File: src/rtl/tpwm_pkg.sv
package tpwm_pkg;
    // Register byte offsets (one 32-bit word each)
    localparam logic [3:0] TPWM_OFS_CTRL = 4'h0;
    localparam logic [3:0] TPWM_OFS_VALUE = 4'h4;
    localparam logic [3:0] TPWM_OFS_STAT = 4'h8;
    localparam logic [3:0] TPWM_OFS_MASK = 4'hC;
    // Control fields
    localparam int TPWM_CTRL_RUN = 0;
    localparam int TPWM_CTRL_MODE8 = 1;
    localparam int TPWM_CTRL_SRC_LSB = 2;
    localparam int TPWM_CTRL_SRC_W = 3;
    // Status bit positions
    localparam int TPWM_STAT_FALL = 0;
    // Reset values
    localparam logic [4:0] TPWM_CTRL_RST = 5'h00;
    localparam logic [15:0] TPWM_VALUE_RST = 16'h0000;
    localparam logic MTPWM_MASK_RST = 1'b0;
    // Count source selections
    localparam logic [2:0] TPWM_SRC_DIV1 = 3'h0;
    localparam logic [2:0] TPWM_SRC_DIV2 = 3'h1;
    localparam logic [2:0] TPWM_SRC_DIV8 = 3'h2;
    localparam logic [2:0] TPWM_SRC_DIV32 = 3'h3;
    localparam logic [2:0] TPWM_SRC_SUB32 = 3'h4;
    // Divider terminal counts (ratio minus one)
    localparam logic [4:0] TPWM_DIV2_LAST = 5'h01;
    localparam logic [4:0] TPWM_DIV8_LAST = 5'h07;
    localparam logic [4:0] TPWM_DIV32_LAST = 5'h1F;
    // Periods in main counter steps; a step is m+1 count-source ticks in 8-bit mode
    localparam logic [15:0] TPWM_PERIOD16 = 16'hFFFF;
    localparam logic [7:0] TPWM_PERIOD8 = 8'hFF;
    typedef enum logic [0:0] {TPWM_IDLE, TPWM_RUN} tpwm_state_e;
endpackage

File: src/rtl/tpwm_top.sv
// Register access over Wishbone and the register offsets were chosen for this implementation.
`timescale 1ns/1ps
// Behaviour
// - In 16-bit mode the output stays high for n source ticks per period, n the value register.
// - In 16-bit mode the period is fixed at 65535 source ticks.
// - In 8-bit mode the output stays high for n*(m+1) ticks, n the value's upper byte.
// - In 8-bit mode the period is 255*(m+1) ticks, m the value's lower byte.
// - The counter runs on one selectable source: clk, clk/2, clk/8, clk/32 or subclock/32.
// - An interrupt event is raised each time the output falls after its high portion.
module tpwm_top (
    input wire logic clk_i,
    input wire logic rst_i,
    input wire logic ce_i,
    input wire logic subclk_i,
    input wire logic wb_cyc_i,
    input wire logic wb_stb_i,
    input wire logic wb_we_i,
    input wire logic [3:0] wb_adr_i,
    input wire logic [3:0] wb_sel_i,
    input wire logic [31:0] wb_dat_i,
    output logic [31:0] wb_dat_o,
    output logic wb_ack_o,
    output logic pwm_o,
    output logic irq_o
);
    import tpwm_pkg::*;

    ////////////////////////////////////////////////////////////////////////
    // Registers, period engine state and internal strobes
    logic [4:0] ctrl_q;
    logic [15:0] value_q;
    logic stat_q;
    logic mask_q;
    logic sub_s1_q, sub_s2_q, sub_s3_q;
    logic tick;
    logic req;
    tpwm_state_e state_q;
    logic [15:0] main_q;
    logic [7:0] pre_q;
    logic [15:0] hi_q;
    logic [7:0] m_q;
    logic mode8_q;
    logic fall_ev;
    logic stat_rd;

    // Bus request decode; ack masks the request so each access is taken once
    assign req = wb_cyc_i && wb_stb_i && !wb_ack_o;
    assign stat_rd = req && !wb_we_i && (wb_adr_i == TPWM_OFS_STAT);

    // Subclock pin synchroniser and edge detect past the second stage
    always_ff @(posedge clk_i) begin
        if (rst_i) begin
            sub_s1_q <= 1'b0;
            sub_s2_q <= 1'b0;
            sub_s3_q <= 1'b0;
        end else if (ce_i) begin
            sub_s1_q <= subclk_i;
            sub_s2_q <= sub_s1_q;
            sub_s3_q <= sub_s2_q;
        end
    end

    tpwm_source_sel u_src (
        .clk_i(clk_i),
        .rst_i(rst_i),
        .ce_i(ce_i),
        .run_i(ctrl_q[TPWM_CTRL_RUN]),
        .sel_i(ctrl_q[TPWM_CTRL_SRC_LSB +: TPWM_CTRL_SRC_W]),
        .sub_rise_i(sub_s2_q && !sub_s3_q),
        .tick_o(tick)
    );

    ////////////////////////////////////////////////////////////////////////
    // Wishbone slave: one-cycle ack, unmapped reads return zero
    always_ff @(posedge clk_i) begin
        if (rst_i) begin
            wb_ack_o <= 1'b0;
            wb_dat_o <= 32'h0000_0000;
            ctrl_q <= TPWM_CTRL_RST;
            value_q <= TPWM_VALUE_RST;
            mask_q <= MTPWM_MASK_RST;
        end else if (ce_i) begin
            wb_ack_o <= req;
            if (req && wb_we_i) begin
                case (wb_adr_i)
                    TPWM_OFS_CTRL: if (wb_sel_i[0]) ctrl_q <= wb_dat_i[4:0];
                    TPWM_OFS_VALUE: begin
                        if (wb_sel_i[0]) value_q[7:0] <= wb_dat_i[7:0];
                        if (wb_sel_i[1]) value_q[15:8] <= wb_dat_i[15:8];
                    end
                    TPWM_OFS_MASK: if (wb_sel_i[0]) mask_q <= wb_dat_i[0];
                    default: ;
                endcase
            end
            if (req && !wb_we_i) begin
                case (wb_adr_i)
                    TPWM_OFS_CTRL: wb_dat_o <= {27'h0, ctrl_q};
                    TPWM_OFS_VALUE: wb_dat_o <= {16'h0, value_q};
                    TPWM_OFS_STAT: wb_dat_o <= {30'h0, pwm_o, stat_q};
                    TPWM_OFS_MASK: wb_dat_o <= {31'h0, mask_q};
                    default: wb_dat_o <= 32'h0000_0000;
                endcase
            end else begin
                wb_dat_o <= 32'h0000_0000;
            end
        end
    end

    ////////////////////////////////////////////////////////////////////////
    // Period engine: main counts ticks of the period, prescaler scales by m+1 in 8-bit mode
    always_ff @(posedge clk_i) begin
        if (rst_i) begin
            state_q <= TPWM_IDLE;
            main_q <= 16'h0000;
            pre_q <= 8'h00;
            hi_q <= 16'h0000;
            m_q <= 8'h00;
            mode8_q <= 1'b0;
            pwm_o <= 1'b0;
            fall_ev <= 1'b0;
        end else if (ce_i) begin
            fall_ev <= 1'b0;
            case (state_q)
                TPWM_IDLE: begin
                    pwm_o <= 1'b0;
                    if (ctrl_q[TPWM_CTRL_RUN]) begin
                        state_q <= TPWM_RUN;
                        main_q <= 16'h0000;
                        pre_q <= 8'h00;
                        // Settings are latched at each period start
                        mode8_q <= ctrl_q[TPWM_CTRL_MODE8];
                        hi_q <= ctrl_q[TPWM_CTRL_MODE8] ? {8'h00, value_q[15:8]} : value_q;
                        m_q <= value_q[7:0];
                        pwm_o <= ctrl_q[TPWM_CTRL_MODE8] ? (value_q[15:8] != 8'h00)
                                                         : (value_q != 16'h0000);
                    end
                end
                TPWM_RUN: begin
                    if (!ctrl_q[TPWM_CTRL_RUN]) begin
                        state_q <= TPWM_IDLE;
                        pwm_o <= 1'b0;
                    end else if (tick) begin
                        if (mode8_q && pre_q != m_q) begin
                            pre_q <= pre_q + 8'h01;
                        end else begin
                            pre_q <= 8'h00;
                            if (main_q + 16'h0001 ==
                                (mode8_q ? {8'h00, TPWM_PERIOD8} : TPWM_PERIOD16)) begin
                                // New period: reload and go high again unless the new high time is zero
                                main_q <= 16'h0000;
                                mode8_q <= ctrl_q[TPWM_CTRL_MODE8];
                                hi_q <= ctrl_q[TPWM_CTRL_MODE8] ? {8'h00, value_q[15:8]}
                                                                : value_q;
                                m_q <= value_q[7:0];
                                pwm_o <= ctrl_q[TPWM_CTRL_MODE8] ? (value_q[15:8] != 8'h00)
                                                                 : (value_q != 16'h0000);
                                if (pwm_o && hi_q >= main_q + 16'h0001) begin
                                    fall_ev <= !(ctrl_q[TPWM_CTRL_MODE8] ?
                                        (value_q[15:8] != 8'h00) : (value_q != 16'h0000));
                                end
                            end else begin
                                main_q <= main_q + 16'h0001;
                                if (pwm_o && main_q + 16'h0001 == hi_q) begin
                                    pwm_o <= 1'b0;
                                    fall_ev <= 1'b1;
                                end
                            end
                        end
                    end
                end
                default: state_q <= TPWM_IDLE;
            endcase
        end
    end

    ////////////////////////////////////////////////////////////////////////
    // Sticky status, cleared by read; a new event wins over the clear
    always_ff @(posedge clk_i) begin
        if (rst_i) begin
            stat_q <= 1'b0;
            irq_o <= 1'b0;
        end else if (ce_i) begin
            if (fall_ev) begin
                stat_q <= 1'b1;
            end else if (stat_rd) begin
                stat_q <= 1'b0;
            end
            irq_o <= (fall_ev || (stat_q && !stat_rd)) && mask_q;
        end
    end

    ////////////////////////////////////////////////////////////////////////
    // Checks on the period engine, the status flag and the interrupt line
    chk_fall_sets_stat: assert property (@(posedge clk_i) disable iff (rst_i)
        ce_i && fall_ev |=> stat_q)
        else $error("fall event did not set status");
    chk_fall_needs_high: assert property (@(posedge clk_i) disable iff (rst_i)
        $rose(fall_ev) |-> !pwm_o && $past(pwm_o))
        else $error("fall event without high pulse");
    chk_idle_low: assert property (@(posedge clk_i) disable iff (rst_i)
        state_q == TPWM_IDLE && $past(state_q) == TPWM_IDLE |-> !pwm_o)
        else $error("output high while idle");
    chk_period16_wrap: assert property (@(posedge clk_i) disable iff (rst_i)
        !mode8_q |-> main_q < TPWM_PERIOD16)
        else $error("16-bit counter beyond period");
    chk_period8_wrap: assert property (@(posedge clk_i) disable iff (rst_i)
        mode8_q |-> main_q < {8'h00, TPWM_PERIOD8})
        else $error("8-bit counter beyond period");
    chk_pre_bound: assert property (@(posedge clk_i) disable iff (rst_i)
        mode8_q |-> pre_q <= m_q)
        else $error("prescaler beyond m");
    chk_high_until_n: assert property (@(posedge clk_i) disable iff (rst_i)
        state_q == TPWM_RUN && main_q != 16'h0000 && main_q < hi_q && $stable(main_q)
        |-> pwm_o)
        else $error("output low before high time");
    chk_low_after_n: assert property (@(posedge clk_i) disable iff (rst_i)
        state_q == TPWM_RUN && main_q >= hi_q && main_q != 16'h0000 |-> !pwm_o)
        else $error("output high after high time");
    chk_irq_masked: assert property (@(posedge clk_i) disable iff (rst_i)
        !mask_q && !$past(mask_q) |-> !irq_o)
        else $error("interrupt while masked");
endmodule // tpwm_top

File: src/rtl/tpwm_source_sel.sv
`timescale 1ns/1ps
// Count-source tick generator: one pulse per selected source period
module tpwm_source_sel (
    input wire logic clk_i,
    input wire logic rst_i,
    input wire logic ce_i,
    input wire logic run_i,
    input wire logic [2:0] sel_i,
    input wire logic sub_rise_i,
    output logic tick_o
);
    import tpwm_pkg::*;
    logic [4:0] div_q;
    logic [4:0] sub_q;
    logic [4:0] last;

    // Terminal count for the chosen divider
    always_comb begin
        case (sel_i)
            TPWM_SRC_DIV2: last = TPWM_DIV2_LAST;
            TPWM_SRC_DIV8: last = TPWM_DIV8_LAST;
            TPWM_SRC_DIV32: last = TPWM_DIV32_LAST;
            default: last = 5'h00;
        endcase
    end

    // Main clock prescaler and subclock divide-by-32
    always_ff @(posedge clk_i) begin
        if (rst_i || !run_i) begin
            div_q <= 5'h00;
            sub_q <= 5'h00;
            tick_o <= 1'b0;
        end else if (ce_i) begin
            if (sel_i == TPWM_SRC_SUB32) begin
                if (sub_rise_i) begin
                    sub_q <= sub_q + 5'h01;
                end
                tick_o <= sub_rise_i && (sub_q == TPWM_DIV32_LAST);
            end else if (sel_i > TPWM_SRC_SUB32) begin
                tick_o <= 1'b0;
            end else begin
                div_q <= (div_q >= last) ? 5'h00 : div_q + 5'h01;
                tick_o <= (div_q >= last);
            end
        end
    end
endmodule // tpwm_source_sel

File: config.mk
export PLATFORM = sky130hd
export DESIGN_NAME = tpwm_top
export DESIGN_NICKNAME = d
export VERILOG_FILES = /design/src/rtl/tpwm_pkg.sv /design/src/rtl/tpwm_top.sv /design/src/rtl/tpwm_source_sel.sv
export SDC_FILE = /design/constraint.sdc
export NUM_CORES = 1
export LEC_CHECK = 0
export BUFFER_PORTS_ARGS = -buffer_cell sky130_fd_sc_hd__buf_2
export CAP_MARGIN = 10
export CORE_UTILIZATION = 40
export CTS_BUF_LIST = sky130_fd_sc_hd__clkbuf_4 sky130_fd_sc_hd__clkbuf_8 sky130_fd_sc_hd__clkbuf_16
export DETAILED_ROUTE_END_ITERATION = 10
export PLACE_DENSITY = 0.65
export RECOVER_POWER = 100
export SKIP_CTS_REPAIR_TIMING = 1
export SLEW_MARGIN = 0
export SYNTH_ARGS = -nofsm -noshare
export SYNTH_HDL_FRONTEND = slang
export SYNTH_HIERARCHICAL = 1
export SYNTH_SLANG_ARGS = --single-unit
File: constraint.sdc
create_clock -name clk_i -period 3.79 [get_ports clk_i]
set_input_delay 0.5685 -clock clk_i [delete_from_list [all_inputs] [get_ports clk_i]]
set_output_delay 0.5685 -clock clk_i [all_outputs]
set_load 0.005 [all_outputs]
# [Word-level counts from Yosys, hierarchy flattened]
# Index checks and enable logic that the tools add are counted.
[totals] register_bits=123 in_bits=47
[op_classes] eq_ne=19 reduce_logical=35 mux=55 add_sub_neg=4 n_lt_le_gt_ge=3 bitwise=3
[ops] cell="2-to-1 mux 16 bit" n=12
[ops] cell="2-to-1 mux 8 bit" n=9
[ops] cell="one-hot mux 16 bit (2 select lines)" n=2
[ops] cell="one-hot mux 16 bit (4 select lines)" n=1
[ops] cell="equality test 16 bit" n=2
[ops] cell="2-to-1 mux 32 bit" n=1
[ops] cell="one-hot mux 8 bit (2 select lines)" n=2
[ops] cell="2-to-1 mux 1 bit" n=24
[ops] cell="AND reduction 4 bit" n=6
[ops] cell="adder 16 x 1 -> 16 bit (second input constant)" n=1
[ops] cell=">= comparator 16 bit" n=1
[ops] cell="nonzero test 16 bit" n=1
[ops] cell="one-hot mux 5 bit (3 select lines)" n=1
[ops] cell="logical AND 1 bit" n=12
[ops] cell="adder 5 x 1 -> 5 bit (second input constant)" n=2
[ops] cell="adder 8 x 1 -> 8 bit (second input constant)" n=1
[ops] cell="equality test 4 bit (second input constant)" n=2
[ops] cell="!= test 8 bit" n=1
[ops] cell="nonzero test 8 bit" n=1
[ops] cell="equality test 3 x 2 -> 1 bit (second input constant)" n=2
[ops] cell="zero test 1 bit" n=6
[ops] cell="!= test 2 bit (second input constant)" n=3
[ops] cell="AND reduction 3 bit" n=2
[ops] cell="AND reduction 6 bit" n=1
[ops] cell="18 further kinds" n=23

# [Logic depth before layout (Yosys ltp)]
[depth] ltp_word=9 ltp_mapped=13

# [By module]
# Netlist, hierarchy kept.
[by_module_without_submodules] module="tpwm_top" cells_each=604 area_per_inst_um2=5263.8 instances=1
[by_module_without_submodules] module="tpwm_source_sel" cells_each=71 area_per_inst_um2=630.6 instances=1

# [Worst setup path before layout]
# No wires, ideal clock.
[synth_timing] path_kind="reg-to-reg" from="register main_q[1]" to="register pwm_o" path_stages_with_launch=12 required_time_ps=3704 arrival_ps=2762 path_slack_ps=942 path_cell_list="dfxtp_1 -> ha_1 -> nand3_2 -> nor4_2 -> xnor2_1 -> ha_1 -> nand3_1 -> or3_1 -> nor3_1 -> a32o_1 -> a221oi_1 -> a221oi_2"
[synth_via] elab_chain_cells=7 elab_cells_between_ends=11
[synth_rtl] element="from (decl)" line_no="tpwm_top.sv:38" source="logic [15:0] main_q;"
[synth_rtl] element="from (signal assigned)" line_no="tpwm_top.sv:162" source="main_q <= main_q + 16'h0001;"
[synth_rtl] element="adder 16 x 1 -> 16 bit (*)" line_no="tpwm_top.sv:147, tpwm_top.sv:163"
[synth_rtl] element="equality test 16 bit" line_no="tpwm_top.sv:147" source="if (main_q + 16'h0001 =="
[synth_rtl] element="2-to-1 mux 1 bit" line_no="tpwm_top.sv:147"
[synth_rtl] element="2-to-1 mux 1 bit" line_no="tpwm_top.sv:143" source="if (mode8_q && pre_q != m_q) begin"
[synth_rtl] element="2-to-1 mux 1 bit" line_no="tpwm_top.sv:142" source="end else if (tick) begin"
[synth_rtl] element="2-to-1 mux 1 bit" line_no="tpwm_top.sv:139" source="if (!ctrl_q[TPWM_CTRL_RUN]) begin"
[synth_rtl] element="one-hot mux 1 bit (2 select lines)" line_no="tpwm_top.sv:123" source="case (state_q)"
[synth_rtl] element="to (signal assigned)" line_no="tpwm_top.sv:134" source="pwm_o <= ctrl_q[TPWM_CTRL_MODE8] ? (value_q[15:8] != 8'h00)"
[synth_rtl] element="to (signal assigned)" line_no="tpwm_top.sv:155" source="pwm_o <= ctrl_q[TPWM_CTRL_MODE8] ? (value_q[15:8] != 8'h00)"
[synth_rtl] element="to (decl)" line_no="tpwm_top.sv:23" source="output logic pwm_o,"
# Mark *: on every way between the ends. The rest lies on a longest branch, timed or not. The select of a mux whose other input is x is not followed.
# A chain may end at the register's enable or synchronous reset.

# [Worst setup path in the final report]
# Same ends and word-level chain as after synthesis.

==> key figures <==
Status
  • Status: finished, final reports clean

Clock network
  • CTS tree: yes
  • Worst-Skew Late Latency: 0.36 ns
  • CTS root buffer: clkbuf_16
  • Num CTS Buffers: 9
  • Number of clock sinks: 107
  • Clock slew seen by the registers of the worst setup and hold paths: 0.08 ns
  • Clk buf depth: 2
  • H-tree levels: 3

Yosys
  • Most numerous cell in the Yosys netlist: dfxtp_1
  • Avg Inst Size Synth: 8.732 um^2
  • Synth top cells by count: dfxtp_1, nor2_1, mux2i_1
  • Synthesis-stage register bit count: 107
  • Synth cell types: 63
  • Yosys warnings: 6
  • Sequential area share after synthesis: 0.3634
  • Gate Count Post-Synth: 675
  • Dominant synthesized flop cell: dfxtp_1
  • Ranking of synthesized cells by area: dfxtp_1, mux2i_1, ha_1, nor2_1, a21oi_1
  • Largest area contributor in the netlist: dfxtp_1
  • Asr flop ratio synth: 0
  • Post-synth EDFFs: 0
  • Post-synth top area share: 0.3634
  • Mapped cell area: 5894 um^2

Detailed routing
  • Met2 WL: 6.662 mm
  • Vias per cell: 5.681
  • Drt wl/cell: 16.19 um
  • Wl on met1: 6.728 mm
  • Met3 WL: 589 um
  • Final ANT Viol Nets: 0
  • Drt initial violations: 324
  • DRC viols: 0
  • Detailed-route via count: 5,033
  • Max layer used: met4
  • Drt total wl: 14.35 mm
  • Drt first pass iters: 5

Final layout
  • Final std cells w/o fill: 886
  • NumNets Final: 775
  • Layout cells sized above 1: 0.1034
  • Sequential cell area: 2142 um^2
  • N_diodes: 0
  • Multi-input logic area: 3412 um^2
  • Design area: 6394 um^2
  • Area Growth Syn to Fin: 8.470%
  • Fill cells: 1,356

Floorplanning
  • Die width: 123.4 um
  • Initial Utilization: 0.4166
  • Die ar.: 15,230 um^2
  • Chip height: 123.4 um
  • Core Area: 14,150 um^2
  • Num rows: 43
  • Num ports: 82

Placement
  • Cells after DPL: 870
  • Pre-CTS WS: 0.3436 ns
  • DP HPWL: 10.32 mm
  • Placed cell areas: 6148 um^2
  • Count of buffers from port buffering: 47
  • Routability cong.: 0.8369

GRT
  • First-pass GRT wire length: 23.67 mm
  • Vias in the first global route: 4,758
  • Largest net degree at the start of global routing: 49
  • Global route overflow: 0
  • Initial antenna violation count: 0
  • All-Layer GR Usage: 0.2010

Setup path
  • Setup Crit Path Kind: reg2reg
  • Crit start category: flop
  • Crit path max fanout: 9
  • Worst Path Arrival: 3.73 ns
  • Critical path capture point type: flop
  • Worst Path Required: 4.07 ns
  • Reg2Reg Depth: 11
  • R2r setup slk: 0.34 ns

STA
  • Max Slew Vio Count: 0
  • RSZ-0062 raised after global routing: no
  • Period minus WS final: 3.454 ns
  • Worst Max-Slew Pin Slew: 1.437 ns
  • Final setup viols: 0
  • Setup WS post-layout: 0.3356 ns
  • Layout Skew: 0.006163 ns
  • Final setup TNS: 0 ns
  • Relative slew slack: 0.04170
  • Max frequency: 289.5 MHz
  • Final hold violations: 0
  • Crit share post-route: 0.9114
  • Hold slack: 0.4524 ns

Hold path
  • Hold path depth: 3
  • Hold Crit Class: in2reg

Flow run
  • Max_cap viols: 0

Power and ir drop
  • PD cells: 344.9 nW/um^2
  • Maximum vdd drop: 254.3 uV
  • Static leakage: 2.313 nW
flip-flops by register name, summed over array words and instances, names as in the netlist:
register and flops:
hi_q 16, main_q 16, value_q 16, wb_dat_o 16
m_q 8, pre_q 8, ctrl_q 5, u_src/div_q 5
u_src/sub_q 5, fall_ev 1, irq_o 1, mask_q 1
mode8_q 1, pwm_o 1, stat_q 1, state_q 1
sub_s1_q 1, sub_s2_q 1, sub_s3_q 1, u_src/tick_o 1
wb_ack_o 1
cell usage in the layout (no fill, tap or decap), types with 12 or more instances in the layout:
master	Yosys	final
a31oi_1	15	15
a21oi_1	38	38
o21ai_0	16	20
nor2b_1	13	13
a22oi_1	12	12
xor2_1	14	14
dfxtp_1	107	107
nor2_1	90	90
conb_1	1	16
ha_1	27	27
buf_2	3	33
nand2_1	39	39
and3_1	16	16
xnor2_1	18	18
clkbuf_1	22	14
nand4_1	12	12
nand3_1	34	35
mux2i_1	41	41
metal layers:
layer  vias to the layer above  GRT usage
li1                       2460          -
met1                      2418     0.2601
met2                       130     0.3261
met3                        25    0.02860
met4                         0     0.1002
met5                         -          0
kinds of logic after synthesis:
| group | Yosys count | synth area share |
|---|---|---|
| AND/OR/NAND/NOR | 259 | 0.2301 |
| AO/OA/AOI/OAI | 140 | 0.1620 |
| flip-flops | 107 | 0.3634 |
| buffers and inverters | 64 | 0.05986 |
| multiplexers | 45 | 0.07918 |
| XOR/XNOR | 32 | 0.04755 |
| adder cells (fa/ha/maj) | 27 | 0.05731 |
| other | 1 | 0.0006362 |
final cells by class:
| type | instances | area share |
|---|---|---|
| clock buffer | 9 | 0.03523 |
| timing repair buffer | 53 | 0.04012 |
| inverter | 11 | 0.006458 |
| clock inverter | 7 | 0.01429 |
| multi-input combinational | 519 | 0.5337 |
| sequential | 107 | 0.3350 |
| tap | 180 | 0.03523 |
power by group:
part / internal [mW] / switching, mW
registers: 1.13 / 0.00325
clock network: 0.530 / 0.475
logic: 0.0230 / 0.0473
worst max-delay path, stage by stage, from the launching register on:
cell      delay (ns)
dfxtp_1         0.46
ha_1            0.30
nand3_2         0.21
nor4_2          0.33
xnor2_1         0.18
ha_1            0.33
nand3_1         0.08
or3_1           0.41
nor3_1          0.46
a32o_1          0.31
a221oi_1        0.07
a221oi_2        0.21
metrics by stage:
step / power (mW) / util
5_1_grt: 2.274 / 0.4519
2_1_floorplan: 1.208 / -
6_report: 2.205 / 0.4519
4_1_cts: 2.224 / 0.4569
3_5_place_dp: 1.227 / 0.4345
3_3_place_gp: 1.224 / 0.4345
final timing paths:
path / from / to
worst max register to register: main_q[1]$_SDFFE_PP0P_ / pwm_o$_SDFFE_PP0P_
worst min-delay path: wb_dat_i[15] / value_q[15]$_SDFFE_PP0P_
worst max-delay path: main_q[1]$_SDFFE_PP0P_ / pwm_o$_SDFFE_PP0P_
worst min register to register: u_src/sub_q[4]$_SDFFE_PP0P_ / u_src/sub_q[4]$_SDFFE_PP0P_
No activity file was read; power rests on OpenSTA's default activity.
